<file path="config.mk">
export PLATFORM = sky130hd
export DESIGN_NAME = iop_port_regs
export DESIGN_NICKNAME = d
export VERILOG_FILES = /design/src/pkg/iop_pkg.sv /design/src/rtl/iop_sync.sv /design/src/rtl/iop_pin_drv.sv /design/src/rtl/iop_port_regs.sv
export SDC_FILE = /design/constraint.sdc
export NUM_CORES = 1
export LEC_CHECK = 0
export BUFFER_PORTS_ARGS = -buffer_cell sky130_fd_sc_hd__buf_4
export CAP_MARGIN = 10
export CORE_UTILIZATION = 50
export CTS_BUF_LIST = sky130_fd_sc_hd__clkbuf_2 sky130_fd_sc_hd__clkbuf_4 sky130_fd_sc_hd__clkbuf_8
export DETAILED_ROUTE_END_ITERATION = 10
export PLACE_DENSITY = 0.73
export SLEW_MARGIN = 5
export SYNTH_ARGS = -nofsm -noshare
export SYNTH_HDL_FRONTEND = slang
export SYNTH_SLANG_ARGS = --single-unit
export TNS_END_PERCENT = 5
</file>
<file path="constraint.sdc">
create_clock -name clk_in -period 2.7 [get_ports clk_in]
set_input_delay 0.54 -clock clk_in [delete_from_list [all_inputs] [get_ports clk_in]]
set_output_delay 0.54 -clock clk_in [all_outputs]
set_load 0.03 [all_outputs]
</file>
<file path="src/pkg/iop_pkg.sv">
package iop_pkg;
   localparam int DATA_W = 8;
   localparam int PORT_D_W = 3;
   localparam int PIN_W = 27;
   localparam int CELL_W = 16;
   localparam int SYNC_W = 27;

   // Register offsets: type base plus port index in the two low bits
   localparam logic [7:0] OFS_DATA_IN = 8'h00;
   localparam logic [7:0] OFS_FUNC_SEL = 8'h04;
   localparam logic [7:0] OFS_DIRECTION = 8'h08;
   localparam logic [7:0] OFS_DRIVE_SEL = 8'h0C;
   localparam logic [7:0] OFS_OUT_VALUE = 8'h10;
   localparam logic [7:0] OFS_CELL_VALUE = 8'h14;
   localparam logic [7:0] OFS_CELL_MASK = 8'h18;
   localparam logic [7:0] OFS_INPUT_CELL = 8'h1C;
   localparam logic [7:0] OFS_DRV_ENABLE = 8'h20;

   localparam logic [1:0] PORT_A = 2'h0;
   localparam logic [1:0] PORT_B = 2'h1;
   localparam logic [1:0] PORT_C = 2'h2;
   localparam logic [1:0] PORT_D = 2'h3;

   localparam logic [7:0] REG_RESET = 8'h00;
   localparam logic [7:0] PORT_FULL_MASK = 8'hFF;
   localparam logic [7:0] PORT_D_MASK = 8'h07;
   localparam logic [7:0] DRV_OD_AB = 8'hF0;
   localparam logic [7:0] DRV_SLEW_AB = 8'h0F;

   // Dedicated input roles of the fourth port pins
   localparam int PIN_D_STROBE = 0;
   localparam int PIN_D_LCLK = 1;
   localparam int PIN_D_CSEL = 2;

   typedef struct packed {
      logic [7:0] addr;
      logic [7:0] wdata;
      logic wr;
      logic rd;
   } iop_bus_s;

   typedef struct packed {
      logic [7:0] a;
      logic [7:0] b;
      logic [7:0] c;
      logic [2:0] d;
   } iop_pins_s;
endpackage

</file>
<file path="src/rtl/iop_sync.sv">
`timescale 1ns/10ps
module iop_sync #(
   parameter int W = 8
) (
   input wire logic clk_in,
   input wire logic reset_n_in,
   input wire logic [W-1:0] d_in,
   output logic [W-1:0] q_out
);
   logic [W-1:0] meta_r;

   always_ff @(posedge clk_in or negedge reset_n_in) begin
      if (!reset_n_in) begin
         meta_r <= '0;
         q_out <= '0;
      end else begin
         meta_r <= d_in;
         q_out <= meta_r;
      end
   end
endmodule // iop_sync

</file>
<file path="src/rtl/iop_pin_drv.sv">
`timescale 1ns/10ps
module iop_pin_drv #(
   parameter int W = 8
) (
   input wire logic clk_in,
   input wire logic reset_n_in,
   input wire logic [W-1:0] data_in,
   input wire logic [W-1:0] enable_in,
   input wire logic [W-1:0] open_drain_in,
   output logic [W-1:0] pin_out,
   output logic [W-1:0] pin_oe_n_out
);
   genvar i;
   generate
      for (i = 0; i < W; i++) begin : g_pin
         always_ff @(posedge clk_in or negedge reset_n_in) begin
            if (!reset_n_in) begin
               pin_out[i] <= 1'b0;
               pin_oe_n_out[i] <= 1'b1;
            end else begin
               // Open drain only pulls low; a high is left to the pull-up
               pin_out[i] <= data_in[i] & ~open_drain_in[i];
               pin_oe_n_out[i] <= ~enable_in[i] |
                                  (open_drain_in[i] & data_in[i]);
            end
         end
      end
   endgenerate
endmodule // iop_pin_drv

</file>
<file path="src/rtl/iop_port_regs.sv">
`timescale 1ns/10ps
// Contract
// - Drive-select one makes a capable pin open-drain; zero keeps push-pull.
// - Drive-select one selects fast edges on slew pins; zero selects slow.
// - Ports A, B: bits 7-4 open-drain select, bits 3-0 fast-slew select.
// - Port C: all eight drive bits are open-drain selects, no slew.
// - Port D: drive bits 2-0 fast slew, bits 7-3 unused.
// - Without output-enable term, direction zero is input, one is output.
// - With output-enable term, pin drives if direction or term is one.
// - Output value register stores writes, drives pins enabled by direction with term zero, reads back.
// - Data-in location returns current pin levels, no storage.
// - Cell location reads cell outputs; writes load unmasked cell flops.
// - Mask bit one blocks processor load of its cell; resets to zero.
// - Input cells latch pins, feed the logic array, read by processor.
// - Enable-out read gives each port A-C pin's effective driver enable.
// - Only ports A and B have a function select register.
// - Port D goes straight to the array; no cell locations there.
// - Low cell group routes to A or B; high group to B or C.
// - Port A may serve as data bus and alone offers peripheral mode.
// - Chip-select pin high deselects memories and configuration space.
// - Port D carries the address strobe and the logic clock input.
// - Function select zero gives processor I/O, one latched address out.
// - Function, direction and drive registers reset to zero.
// - Registers reached by plain bus reads and writes at fixed offsets.
module iop_port_regs (
   input wire logic clk_in,
   input wire logic reset_n_in,
   input wire iop_pkg::iop_bus_s mcu_bus_in,
   input wire logic config_select_in,
   input wire logic chip_select_assign_in,
   input wire logic data_port_mode_in,
   input wire logic periph_mode_in,
   input wire logic periph_sel_in,
   input wire logic group_low_to_b_in,
   input wire logic group_high_to_c_in,
   input wire logic [15:0] cell_array_d_in,
   input wire iop_pkg::iop_pins_s oe_term_in,
   input wire iop_pkg::iop_pins_s pins_in,
   output iop_pkg::iop_pins_s pins_out,
   output iop_pkg::iop_pins_s pins_oe_n_out,
   output iop_pkg::iop_pins_s open_drain_out,
   output iop_pkg::iop_pins_s slew_fast_out,
   output logic [7:0] rdata_out,
   output logic rd_ack_out,
   output logic [23:0] input_cell_out,
   output logic [15:0] output_cell_out,
   output logic [2:0] port_d_array_out,
   output logic memory_deselect_out
);

   iop_pkg::iop_pins_s pins_sync;
   logic [7:0] lvl [4];
   logic [7:0] oe_t [4];
   logic [7:0] en [4];
   logic [7:0] pdata [4];
   logic [7:0] od_sel [4];
   logic [7:0] cell_view [4];
   logic [7:0] func_r [2];
   logic [7:0] dir_r [4];
   logic [7:0] drive_r [4];
   logic [7:0] dout_r [4];
   logic [7:0] mask_r [3];
   logic [7:0] icell_r [3];
   logic [7:0] cell_low_r;
   logic [7:0] cell_high_r;
   logic [7:0] cell_low_nxt;
   logic [7:0] cell_high_nxt;
   logic [7:0] addr_latch_r;
   logic [7:0] rdata_nxt;
   logic [2:0] port_d_r;
   logic lclk_prev_r;
   logic deselect_r;
   logic ack_r;
   logic strobe;
   logic lclk_rise;
   logic deselect;
   logic acc_ok;
   logic wr_ok;
   logic rd_ok;
   logic bus_mode_a;
   logic relay_a;

   function automatic logic reg_hit(input logic [7:0] a,
                                    input logic [7:0] ofs,
                                    input logic [1:0] p);
      return a == (ofs | {6'h00, p});
   endfunction

   function automatic logic [7:0] port_mask(input logic [1:0] p);
      return (p == iop_pkg::PORT_D) ? iop_pkg::PORT_D_MASK
                                    : iop_pkg::PORT_FULL_MASK;
   endfunction

   // All pin levels pass two flops before any use
   iop_sync #(.W(iop_pkg::SYNC_W)) u_sync (
      .clk_in(clk_in),
      .reset_n_in(reset_n_in),
      .d_in(pins_in),
      .q_out(pins_sync)
   );

   assign lvl[0] = pins_sync.a;
   assign lvl[1] = pins_sync.b;
   assign lvl[2] = pins_sync.c;
   assign lvl[3] = {5'h00, pins_sync.d};
   assign oe_t[0] = oe_term_in.a;
   assign oe_t[1] = oe_term_in.b;
   assign oe_t[2] = oe_term_in.c;
   assign oe_t[3] = {5'h00, oe_term_in.d};

   assign strobe = pins_sync.d[iop_pkg::PIN_D_STROBE];
   assign lclk_rise = pins_sync.d[iop_pkg::PIN_D_LCLK] & ~lclk_prev_r;
   assign deselect = chip_select_assign_in &
                     pins_sync.d[iop_pkg::PIN_D_CSEL];
   assign acc_ok = config_select_in & ~deselect;
   assign wr_ok = mcu_bus_in.wr & acc_ok;
   assign rd_ok = mcu_bus_in.rd & acc_ok;
   assign bus_mode_a = data_port_mode_in | relay_a;
   assign relay_a = periph_mode_in & periph_sel_in;

   // Function, direction and drive selects
   always_ff @(posedge clk_in or negedge reset_n_in) begin
      if (!reset_n_in) begin
         for (int p = 0; p < 4; p++) begin
            dir_r[p] <= iop_pkg::REG_RESET;
            drive_r[p] <= iop_pkg::REG_RESET;
         end
         for (int p = 0; p < 2; p++) begin
            func_r[p] <= iop_pkg::REG_RESET;
         end
      end else if (wr_ok) begin
         for (int p = 0; p < 4; p++) begin
            if (reg_hit(mcu_bus_in.addr, iop_pkg::OFS_DIRECTION, 2'(p))) begin
               dir_r[p] <= mcu_bus_in.wdata & port_mask(2'(p));
            end
            if (reg_hit(mcu_bus_in.addr, iop_pkg::OFS_DRIVE_SEL, 2'(p))) begin
               drive_r[p] <= mcu_bus_in.wdata & port_mask(2'(p));
            end
         end
         for (int p = 0; p < 2; p++) begin
            if (reg_hit(mcu_bus_in.addr, iop_pkg::OFS_FUNC_SEL, 2'(p))) begin
               func_r[p] <= mcu_bus_in.wdata;
            end
         end
      end
   end

   // Output values and cell load masks
   always_ff @(posedge clk_in or negedge reset_n_in) begin
      if (!reset_n_in) begin
         for (int p = 0; p < 4; p++) begin
            dout_r[p] <= iop_pkg::REG_RESET;
         end
         for (int p = 0; p < 3; p++) begin
            mask_r[p] <= iop_pkg::REG_RESET;
         end
      end else if (wr_ok) begin
         for (int p = 0; p < 4; p++) begin
            if (reg_hit(mcu_bus_in.addr, iop_pkg::OFS_OUT_VALUE, 2'(p))) begin
               dout_r[p] <= mcu_bus_in.wdata & port_mask(2'(p));
            end
         end
         for (int p = 0; p < 3; p++) begin
            if (reg_hit(mcu_bus_in.addr, iop_pkg::OFS_CELL_MASK, 2'(p))) begin
               mask_r[p] <= mcu_bus_in.wdata;
            end
         end
      end
   end

   // Which cell group each port sees
   always_comb begin
      cell_view[0] = group_low_to_b_in ? 8'h00 : cell_low_r;
      cell_view[1] = group_low_to_b_in ? cell_low_r :
                     (group_high_to_c_in ? 8'h00 : cell_high_r);
      cell_view[2] = group_high_to_c_in ? cell_high_r : 8'h00;
      cell_view[3] = 8'h00;
   end

   // Processor load wins over the array clock edge in the same cycle
   always_comb begin
      cell_low_nxt = lclk_rise ? cell_array_d_in[7:0] : cell_low_r;
      cell_high_nxt = lclk_rise ? cell_array_d_in[15:8] : cell_high_r;
      if (wr_ok) begin
         for (int p = 0; p < 3; p++) begin
            if (reg_hit(mcu_bus_in.addr, iop_pkg::OFS_CELL_VALUE, 2'(p))) begin
               if ((p == 0 && !group_low_to_b_in) ||
                   (p == 1 && group_low_to_b_in)) begin
                  cell_low_nxt = (cell_low_nxt & mask_r[p]) |
                                 (mcu_bus_in.wdata & ~mask_r[p]);
               end
               if ((p == 1 && !group_low_to_b_in && !group_high_to_c_in) ||
                   (p == 2 && group_high_to_c_in)) begin
                  cell_high_nxt = (cell_high_nxt & mask_r[p]) |
                                  (mcu_bus_in.wdata & ~mask_r[p]);
               end
            end
         end
      end
   end

   always_ff @(posedge clk_in or negedge reset_n_in) begin
      if (!reset_n_in) begin
         cell_low_r <= iop_pkg::REG_RESET;
         cell_high_r <= iop_pkg::REG_RESET;
         lclk_prev_r <= 1'b0;
      end else begin
         cell_low_r <= cell_low_nxt;
         cell_high_r <= cell_high_nxt;
         lclk_prev_r <= pins_sync.d[iop_pkg::PIN_D_LCLK];
      end
   end

   // Input cells and address latch follow the strobe, hold when it drops
   always_ff @(posedge clk_in or negedge reset_n_in) begin
      if (!reset_n_in) begin
         for (int p = 0; p < 3; p++) begin
            icell_r[p] <= iop_pkg::REG_RESET;
         end
         addr_latch_r <= iop_pkg::REG_RESET;
         port_d_r <= 3'h0;
         deselect_r <= 1'b0;
      end else begin
         if (strobe) begin
            for (int p = 0; p < 3; p++) begin
               icell_r[p] <= lvl[p];
            end
            addr_latch_r <= mcu_bus_in.addr;
         end
         port_d_r <= pins_sync.d;
         deselect_r <= deselect;
      end
   end

   // Pin data and effective driver enable
   always_comb begin
      for (int p = 0; p < 4; p++) begin
         en[p] = (dir_r[p] | oe_t[p]) & port_mask(2'(p));
         pdata[p] = (oe_t[p] & cell_view[p]) | (~oe_t[p] & dout_r[p]);
      end
      for (int p = 0; p < 2; p++) begin
         pdata[p] = (func_r[p] & addr_latch_r) |
                    (~func_r[p] & pdata[p]);
         en[p] = en[p] | func_r[p];
      end
      if (bus_mode_a) begin
         pdata[0] = mcu_bus_in.wdata;
         en[0] = {8{mcu_bus_in.wr}};
      end
      od_sel[0] = drive_r[0] & iop_pkg::DRV_OD_AB;
      od_sel[1] = drive_r[1] & iop_pkg::DRV_OD_AB;
      od_sel[2] = drive_r[2];
      od_sel[3] = 8'h00;
   end

   genvar g;
   generate
      for (g = 0; g < 4; g++) begin : g_port
         logic [7:0] drv_val;
         logic [7:0] drv_oe_n;
         iop_pin_drv #(.W(8)) u_drv (
            .clk_in(clk_in),
            .reset_n_in(reset_n_in),
            .data_in(pdata[g]),
            .enable_in(en[g]),
            .open_drain_in(od_sel[g]),
            .pin_out(drv_val),
            .pin_oe_n_out(drv_oe_n)
         );
      end
   endgenerate

   assign pins_out = {g_port[0].drv_val, g_port[1].drv_val,
                      g_port[2].drv_val, g_port[3].drv_val[2:0]};
   assign pins_oe_n_out = {g_port[0].drv_oe_n, g_port[1].drv_oe_n,
                           g_port[2].drv_oe_n, g_port[3].drv_oe_n[2:0]};
   assign open_drain_out = {od_sel[0], od_sel[1], drive_r[2], 3'h0};
   assign slew_fast_out = {drive_r[0] & iop_pkg::DRV_SLEW_AB,
                           drive_r[1] & iop_pkg::DRV_SLEW_AB,
                           8'h00, drive_r[3][2:0]};
   assign input_cell_out = {icell_r[2], icell_r[1], icell_r[0]};
   assign output_cell_out = {cell_high_r, cell_low_r};
   assign port_d_array_out = port_d_r;
   assign memory_deselect_out = deselect_r;

   // Read mux; unmapped offsets return zero
   always_comb begin
      rdata_nxt = 8'h00;
      for (int p = 0; p < 4; p++) begin
         if (reg_hit(mcu_bus_in.addr, iop_pkg::OFS_DATA_IN, 2'(p))) begin
            rdata_nxt = lvl[p];
         end
         if (reg_hit(mcu_bus_in.addr, iop_pkg::OFS_OUT_VALUE, 2'(p))) begin
            rdata_nxt = dout_r[p];
         end
         if (reg_hit(mcu_bus_in.addr, iop_pkg::OFS_DIRECTION, 2'(p))) begin
            rdata_nxt = dir_r[p];
         end
         if (reg_hit(mcu_bus_in.addr, iop_pkg::OFS_DRIVE_SEL, 2'(p))) begin
            rdata_nxt = drive_r[p];
         end
      end
      for (int p = 0; p < 2; p++) begin
         if (reg_hit(mcu_bus_in.addr, iop_pkg::OFS_FUNC_SEL, 2'(p))) begin
            rdata_nxt = func_r[p];
         end
      end
      for (int p = 0; p < 3; p++) begin
         if (reg_hit(mcu_bus_in.addr, iop_pkg::OFS_CELL_VALUE, 2'(p))) begin
            rdata_nxt = cell_view[p];
         end
         if (reg_hit(mcu_bus_in.addr, iop_pkg::OFS_CELL_MASK, 2'(p))) begin
            rdata_nxt = mask_r[p];
         end
         if (reg_hit(mcu_bus_in.addr, iop_pkg::OFS_INPUT_CELL, 2'(p))) begin
            rdata_nxt = icell_r[p];
         end
         if (reg_hit(mcu_bus_in.addr, iop_pkg::OFS_DRV_ENABLE, 2'(p))) begin
            rdata_nxt = en[p];
         end
      end
      // Peripheral relay passes port A levels to the processor
      if (relay_a) begin
         rdata_nxt = lvl[0];
      end
   end

   always_ff @(posedge clk_in or negedge reset_n_in) begin
      if (!reset_n_in) begin
         rdata_out <= 8'h00;
         ack_r <= 1'b0;
      end else begin
         if (rd_ok) begin
            rdata_out <= rdata_nxt;
         end
         ack_r <= rd_ok;
      end
   end
   assign rd_ack_out = ack_r;
endmodule // iop_port_regs

</file>
==> summary.txt, run 1 <==
Worst setup path
  • Slowest cell on the critical path: or4b_2
  • Crit. End Element: register
  • Startpoint class of the critical path: input port
  • Crit path from: mcu_bus_in[11]
  • Critical Path RT: between 3 and 4 ns
  • Slowest Stage Delay on Critical Path: around 0.8 ns
  • R2r startpoint: u_sync.q_out[2]
  • CP arrival: 3.12 ns
  • Crit-path cells: buf_4 -> or4b_2 -> buf_4 -> nor3_1 -> buf_4 -> a21oi_1 -> o31ai_1 -> a21oi_1 -> o21ai_1
  • Worst setup path category: in -> reg
  • Most used cell, CP: buf_4
  • Critical path peak fanout: 12

Drt
  • TritonRoute pass-1 iters: 6
  • DRT antenna net count: 0
  • Residual DRC count: 0
  • DRT iter0 DRCs: 1720
  • Total number of vias: about 14000
  • Via-per-instance ratio: between 6 and 7
  • Drt total wl: 62900 microns
  • Routed WL per cell: around 29 microns

CTS
  • Clock Pin Slew Worst Setup and Hold Paths: 0.06 ns
  • # H-tree levels: 2
  • CTS Sinks: 290
  • CTS Buffer Depth: 3
  • CTS buffer count: 47
  • Post-CTS sizing: 0
  • Clk Latency, worst-skew pair: just under 0.6 ns
  • CTS Hold Buffers Added: 1
  • Root buffer selected by CTS: clkbuf_8
  • CTS tree: built
  • Setup repair bufs after CTS: 0

Finish
  • Fin area: 0.0188 sq mm
  • Fill cell count: roughly 2100
  • Layout area overhead: 33.6%
  • Commonest non-fill, non-tap cell in the layout: buf_4
  • N_diodes: 0
  • Util after Layout: approximately 68%
  • Commonest non-fill, non-tap cells in the layout: 454 x buf_4, 263 x dfrtp_1, 160 x mux2_2, 118 x nand2_1, 92 x nor2_1
  • Fraction of layout cells with a size suffix above 1: between 40% and 50%
  • Fin nets: approximately 1800

Logic synthesis
  • Cells after Synth: 1300
  • Avg Cell Area, Syn: roughly 11 sq um
  • Synth Area in Compound Gates: between 15 and 20%
  • Top cells by area, synth: dfrtp_1 47%, mux2_2 13%, dfstp_2 5.0%
  • Synth top area share: 46.8%
  • Mux contribution to synthesized area: between 10% and 20%
  • Post-synth EDFFs: 0
  • Ys flop type: dfrtp_1
  • Xor/xnor share of the synthesized area: 0%
  • Post-synth ARST share: 100%
  • Largest family of logic cells by synthesized area: compound AO/OA/AOI/OAI gates
  • Ys Warns: 0
  • Netlist cell types: 74
  • Largest area contributor in the netlist: dfrtp_1
  • Flops & latches, synth: 290
  • Post-Synth Simple-Gate Area: between 10% and 20%
  • Mapped Area: between 0.01 and 0.015 sq mm
  • Sequential area share after synthesis: 51.9%
  • Adder-cell share of the synthesized area: 0%

STA
  • Final Hold Fails: 0
  • Final Slew Violations: 0
  • Relative slew slack: about 37%
  • RSZ-0062 raised after global routing: no
  • Tmin final: approximately 2.6 ns
  • Worst-Margin Slew: between 0.9 and 1 ns
  • Period Utilization, post-route: between 90% and 100%
  • Clk_skew: 0.0380 ns
  • Setup Viol. Count Final: 0
  • Maximum clock rate: between 300 and 400 MHz

Place
  • GPL Wtd Cong: between 1 and 1.5
  • Port Buf Inserts: between 200 and 250
  • HPWL Detailed: between 40000 and 50000 microns
  • Area after DPL: ~0.018 sq mm

Run
  • MaxCap Viol Count: 0

Global routing
  • Gr ovfl total: 0
  • Vias in the first global route: ~13000
  • Largest net degree at the start of global routing: 64
  • Global-route wire length before repair: between 90000 and 100000 microns
  • All-Layer GR Usage: between 40 and 50%
  • Antenna violations before repair: 2

Power
  • Power, Total: roughly 11 mW
  • Pwr dens: between 500 and 600 mW/mm^2
  • Lkg Pwr: about 9.0 nW
  • Maximum vdd drop: 527 uV

Die
  • Die width: ~170 microns
  • Boundary pin count: approximately 260
  • Core footprint: ~0.028 sq mm
  • # rows: 61
  • Starting Density: 50.7%
  • Die ar.: approximately 0.029 sq mm
  • Height of the chip: about 170 microns

Worst hold path
  • Hold Crit Start: pins_in[2]
  • Min-delay worst type: in -> reg

Outcome
  • Status: finished clean
==> routing by layer <==
layer  vias to the layer above  track usage (%)  share of wire (%)
met2                       949             69.0                 45
met3                       219             8.98                9.6
met4                         2             22.2                5.9
li1                       5655                -                  -
met1                      6796             58.2                 39
met5                         -                0              0.021
==> area by class of cell <==
cell class	count	area, sq um	area share (%)
clock inverters	8	67.6	0.360
clock buffers	78	980	5.22
multi-input cells	928	6320	33.7
inverters	9	33.8	0.180
flip-flops and latches	290	7290	38.8
well taps	378	473	2.52
repair buffers	465	3610	19.2
==> worst paths after layout <==
path / slack [ns] / cells after the start / endpoint
worst max-delay path: 0.07 / 9 / rdata_out[4]
worst min-delay path: 0.07 / 1 / u_sync.meta_r[2]
worst max register to register: 0.23 / 8 / rdata_out[3]
worst min register to register: 0.35 / 0 / u_sync.q_out[21]
max in group asynchronous: 1.34 / 3 / g_port[1].u_drv.pin_oe_n_out[6]
min in group asynchronous: 0.53 / 2 / g_port[0].u_drv.pin_out[1]
==> synth_stat cells (17+ instances only) <==
master / n
dfrtp_1: 263
mux2_2: 160
nand2_1: 118
nor2_1: 92
o21ai_0: 70
a21oi_1: 63
clkbuf_1: 51
nand3_1: 38
mux2i_1: 34
nor3_1: 31
buf_4: 28
dfstp_2: 27
o22ai_1: 21
nor2b_1: 17
==> cells by family (layout without fill, tap and decap cells) <==
group / Yosys count / in the layout
buf+inv: 108 / 560
compound gates: 319 / 319
flops: 290 / 290
other cells: 1 / 27
simple gates: 388 / 388
mux: 194 / 194
==> worst max-delay path: cells and delay by family <==
family	cells	cell delay, ns
compound gates	4	0.74
buf+inv	3	0.59
simple gates	2	1.25
==> stage by stage <==
step	hold slack, ns	setup WS [ns]	setup TNS, ns	instances
6_report	0.0711	0.0696	0	2156
4_1_cts	0.0524	0.241	0	2156
3_5_place_dp	0.335	-0.325	-2.34	2069
3_3_place_gp	0.331	-0.383	-2.16	2069
5_1_grt	0.0534	0.0834	0	2156
2_1_floorplan	0.244	0.122	0	1326
==> report_power, final <==
| part | switching (mW) | leakage, nW | internal (mW) |
|---|---|---|---|
| Combinational | 1.10 | 4.79 | 0.682 |
| Clock | 1.78 | 0.560 | 2.38 |
| Sequential | 0.296 | 3.66 | 4.61 |
==> sequential cells by signal, indices dropped and copies added (netlist names) <==
register / flops
slew_fast_out: 11
addr_latch_r: 8
rdata_out: 8
input_cell_out: 24
memory_deselect_out: 1
func_r: 16
port_d_array_out: 3
open_drain_out: 16
u_sync.q_out: 27
dir_r: 27
cell_high_r: 8
u_sync.meta_r: 27
g_port.u_drv.pin_oe_n_out: 27
mask_r: 24
dout_r: 27
g_port.u_drv.pin_out: 27
cell_low_r: 8
rd_ack_out: 1
No activity file was read; power rests on OpenSTA's default activity.
==> run 2, diff against run 1 <==
- ABC_AREA: not set -> 1
- clock period: 2.7 -> 3.4 ns (I/O delays scaled with it)
==> run 2 against run 1 <==
Area after synthesis down 6.3%. Utilization fell by 3.4 points. Cell count is 4.1% higher.
==> summary.txt, run 2 <==
Finish
  • Commonest non-fill, non-tap cells in the layout: 446 x nand2_1, 302 x buf_4, 263 x dfrtp_1, 230 x o21ai_0, 161 x inv_1
  • N_diodes: 0
  • FF+latch area: approximately 0.0073 sq mm
  • Commonest non-fill, non-tap cell in the layout: nand2_1
  • Fraction of layout cells with a size suffix above 1: 24.4%
  • Area of the multi-input gates: 0.00491 sq mm
  • Layout area overhead: 26.7%
  • Fin nets: just under 2000
  • Fill cell count: approximately 2300

Worst setup path
  • Worst setup path category: in -> reg
  • Crit. End Element: register
  • Startpoint class of the critical path: input port
  • Critical Path RT: between 3 and 4 ns
  • R2r startpoint: u_sync.q_out[22]
  • RR Endpoint: rdata_out[3]
  • Critical path peak fanout: 6
  • CP arrival: approximately 3.5 ns
  • R2R depth: 18
  • R2r setup slk: between 0.5 and 0.6 ns

Logic synthesis
  • Ys flop type: dfrtp_1
  • Post-synth EDFFs: 0
  • Mapped Area: approximately 0.013 sq mm
  • Post-synth top cells: 446 x nand2_1, 263 x dfrtp_1, 230 x o21ai_0
  • Sequential area share after synthesis: 55.4%
  • Synth top area share: ~50%
  • Cell with the most instances after synthesis: nand2_1
  • Largest area contributor in the netlist: dfrtp_1
  • Avg Cell Area, Syn: 8.39 sq um
  • Ys Warns: 0
  • Netlist cell types: 47
  • Post-synth ARST share: 100%
  • Top cells by area, synth: dfrtp_1 50%, nand2_1 13%, o21ai_0 8.7%
  • Cells after Synth: 1570
  • Flops & latches, synth: 290

Die
  • Die ar.: 0.0270 sq mm
  • Die width: 164 microns
  • Height of the chip: between 150 and 200 microns
  • Starting Density: about half
  • Boundary pin count: 258
  • # rows: 59
  • Core footprint: roughly 0.026 sq mm

STA
  • Worst-Margin Slew: around 1.0 ns
  • Period Utilization, post-route: between 80% and 90%
  • Setup Viol. Count Final: 0
  • Final WS setup: 0.418 ns
  • Maximum clock rate: ~340 MHz
  • Tmin final: 2.98 ns
  • Final Slew Violations: 0
  • RSZ-0062 raised after global routing: no
  • Final Hold Fails: 0
  • WHS: approximately 0.16 ns
  • Setup TNS: 0 ns
  • Relative slew slack: between 30% and 40%
  • Clk_skew: roughly 0.03 ns

Power
  • Pwr dens: 513 mW/mm^2
  • Maximum vdd drop: between 400 and 500 uV
  • Lkg Pwr: 8.07 nW
  • Int Pwr: just over 6 mW
  • Combinational share of power: between 10% and 20%
  • Part of the power in the clock network: ~41%
  • Sw Ratio: 29.1%
  • Power, Total: about 8.6 mW
  • P_sw: around 2.5 mW
  • Seq pwr share: between 40% and 50%

Drt
  • Residual DRC count: 0
  • Total number of vias: between 10000 and 15000
  • Drt total wl: between 50000 and 60000 microns
  • Via-per-instance ratio: between 5 and 6
  • DRT iter0 DRCs: approximately 1700
  • TritonRoute pass-1 iters: 6
  • DRT antenna net count: 0
  • Routed WL per cell: 23.8 microns

Place
  • Port Buf Inserts: 230
  • HPWL Detailed: around 41000 microns
  • Placement Setup Slack: -0.0585 ns
  • GPL Wtd Cong: 1.05

CTS
  • CTS buffer count: between 40 and 50
  • Setup repair bufs after CTS: 0
  • # H-tree levels: 2
  • Root buffer selected by CTS: clkbuf_8
  • CTS Sinks: 290
  • CTS tree: built
  • Clock Pin Slew Worst Setup and Hold Paths: around 0.06 ns
  • CTS Buffer Depth: 3
  • CTS Hold Buffers Added: 0
  • Clk Latency, worst-skew pair: 0.60 ns
  • Post-CTS sizing: 0

Outcome
  • Status: finished clean

Run
  • MaxCap Viol Count: 0

Global routing
  • Antenna violations before repair: 1
  • All-Layer GR Usage: between 40% and 50%
  • Global-route wire length before repair: ~78000 microns
  • Gr ovfl total: 0
  • Largest net degree at the start of global routing: 106
  • Vias in the first global route: around 12000

Worst hold path
  • Min-delay worst type: in -> async
run 2: final cells by class:
type	instances	share of cell area (%)
inverters	169	3.82
repair buffers	305	13.9
well taps	335	2.51
flip-flops and latches	290	43.7
multi-input cells	1055	29.4
clock buffers	72	5.37
clock inverters	18	1.27
run 2: how the worst max path moves through the flow:
stage | slack [ns] | end | cells after the start | startpoint
after floorplan | 0.99 | rdata_out[2] | 20 | mcu_bus_in[17]
after global placement | -0.05 | rdata_out[3] | 21 | mcu_bus_in[12]
after detailed placement | -0.06 | rdata_out[3] | 21 | mcu_bus_in[12]
after CTS | 0.53 | rdata_out[3] | 21 | mcu_bus_in[12]
after global routing | 0.31 | rdata_out[3] | 21 | mcu_bus_in[12]
final | 0.42 | rdata_out[3] | 21 | mcu_bus_in[12]
run 2: logic make-up (layout without fill, tap and decap cells):
kind of cell    Yosys count  count (layout)  share of synthesized area [%]
flops                   290             290                           55.4
other cells               1              27                         0.0285
buf+inv                 251             564                           8.08
compound gates          348             348                           14.6
simple gates            675             675                           21.6
mux                       5               5                          0.380
run 2: per-stage QoR:
| step | std cells | utilization (%) | cell area (sq um) |
|---|---|---|---|
| after global placement | 2154 | 60.1 | 15600 |
| final | 2244 | 64.4 | 16700 |
| after detailed placement | 2154 | 60.1 | 15600 |
| after floorplan | 1596 | - | 13300 |
| after CTS | 2244 | 64.4 | 16700 |
| after global routing | 2244 | 64.4 | 16700 |
run 2: worst max-delay path: stages:
cell and delay (ns):
buf_4 0.13, nor2_2 0.16, nand3_2 0.13, buf_4 0.17
nor2_2 0.25, buf_4 0.19, inv_2 0.03, o21ai_1 0.13
nand4_1 0.10, o21ai_1 0.27, nand3_1 0.12, nand2_1 0.18
nand4_1 0.11, nand2_1 0.07, nand4_1 0.07, nor2_1 0.19
nand4_1 0.10, nand2_1 0.15, nand3_1 0.09, nand2_1 0.06
nand2_1 0.05
run 2: power groups by stage:
| stage | clock network [mW] | logic, mW | registers [mW] |
|---|---|---|---|
| final | 3.49 | 1.23 | 3.83 |
| after CTS | 3.52 | 1.22 | 3.83 |
| after global placement | 0 | 1.20 | 3.88 |
| after global routing | 3.68 | 1.31 | 3.84 |
| after detailed placement | 0 | 1.21 | 3.88 |
| after floorplan | 0 | 0.383 | 4.06 |
run 2: per-layer routing:
metal / GRT usage, % / part of all wire, %
met5: 0 / 0
met4: 21.0 / 5.9
met3: 8.64 / 10
met2: 60.3 / 44
met1: 54.7 / 40
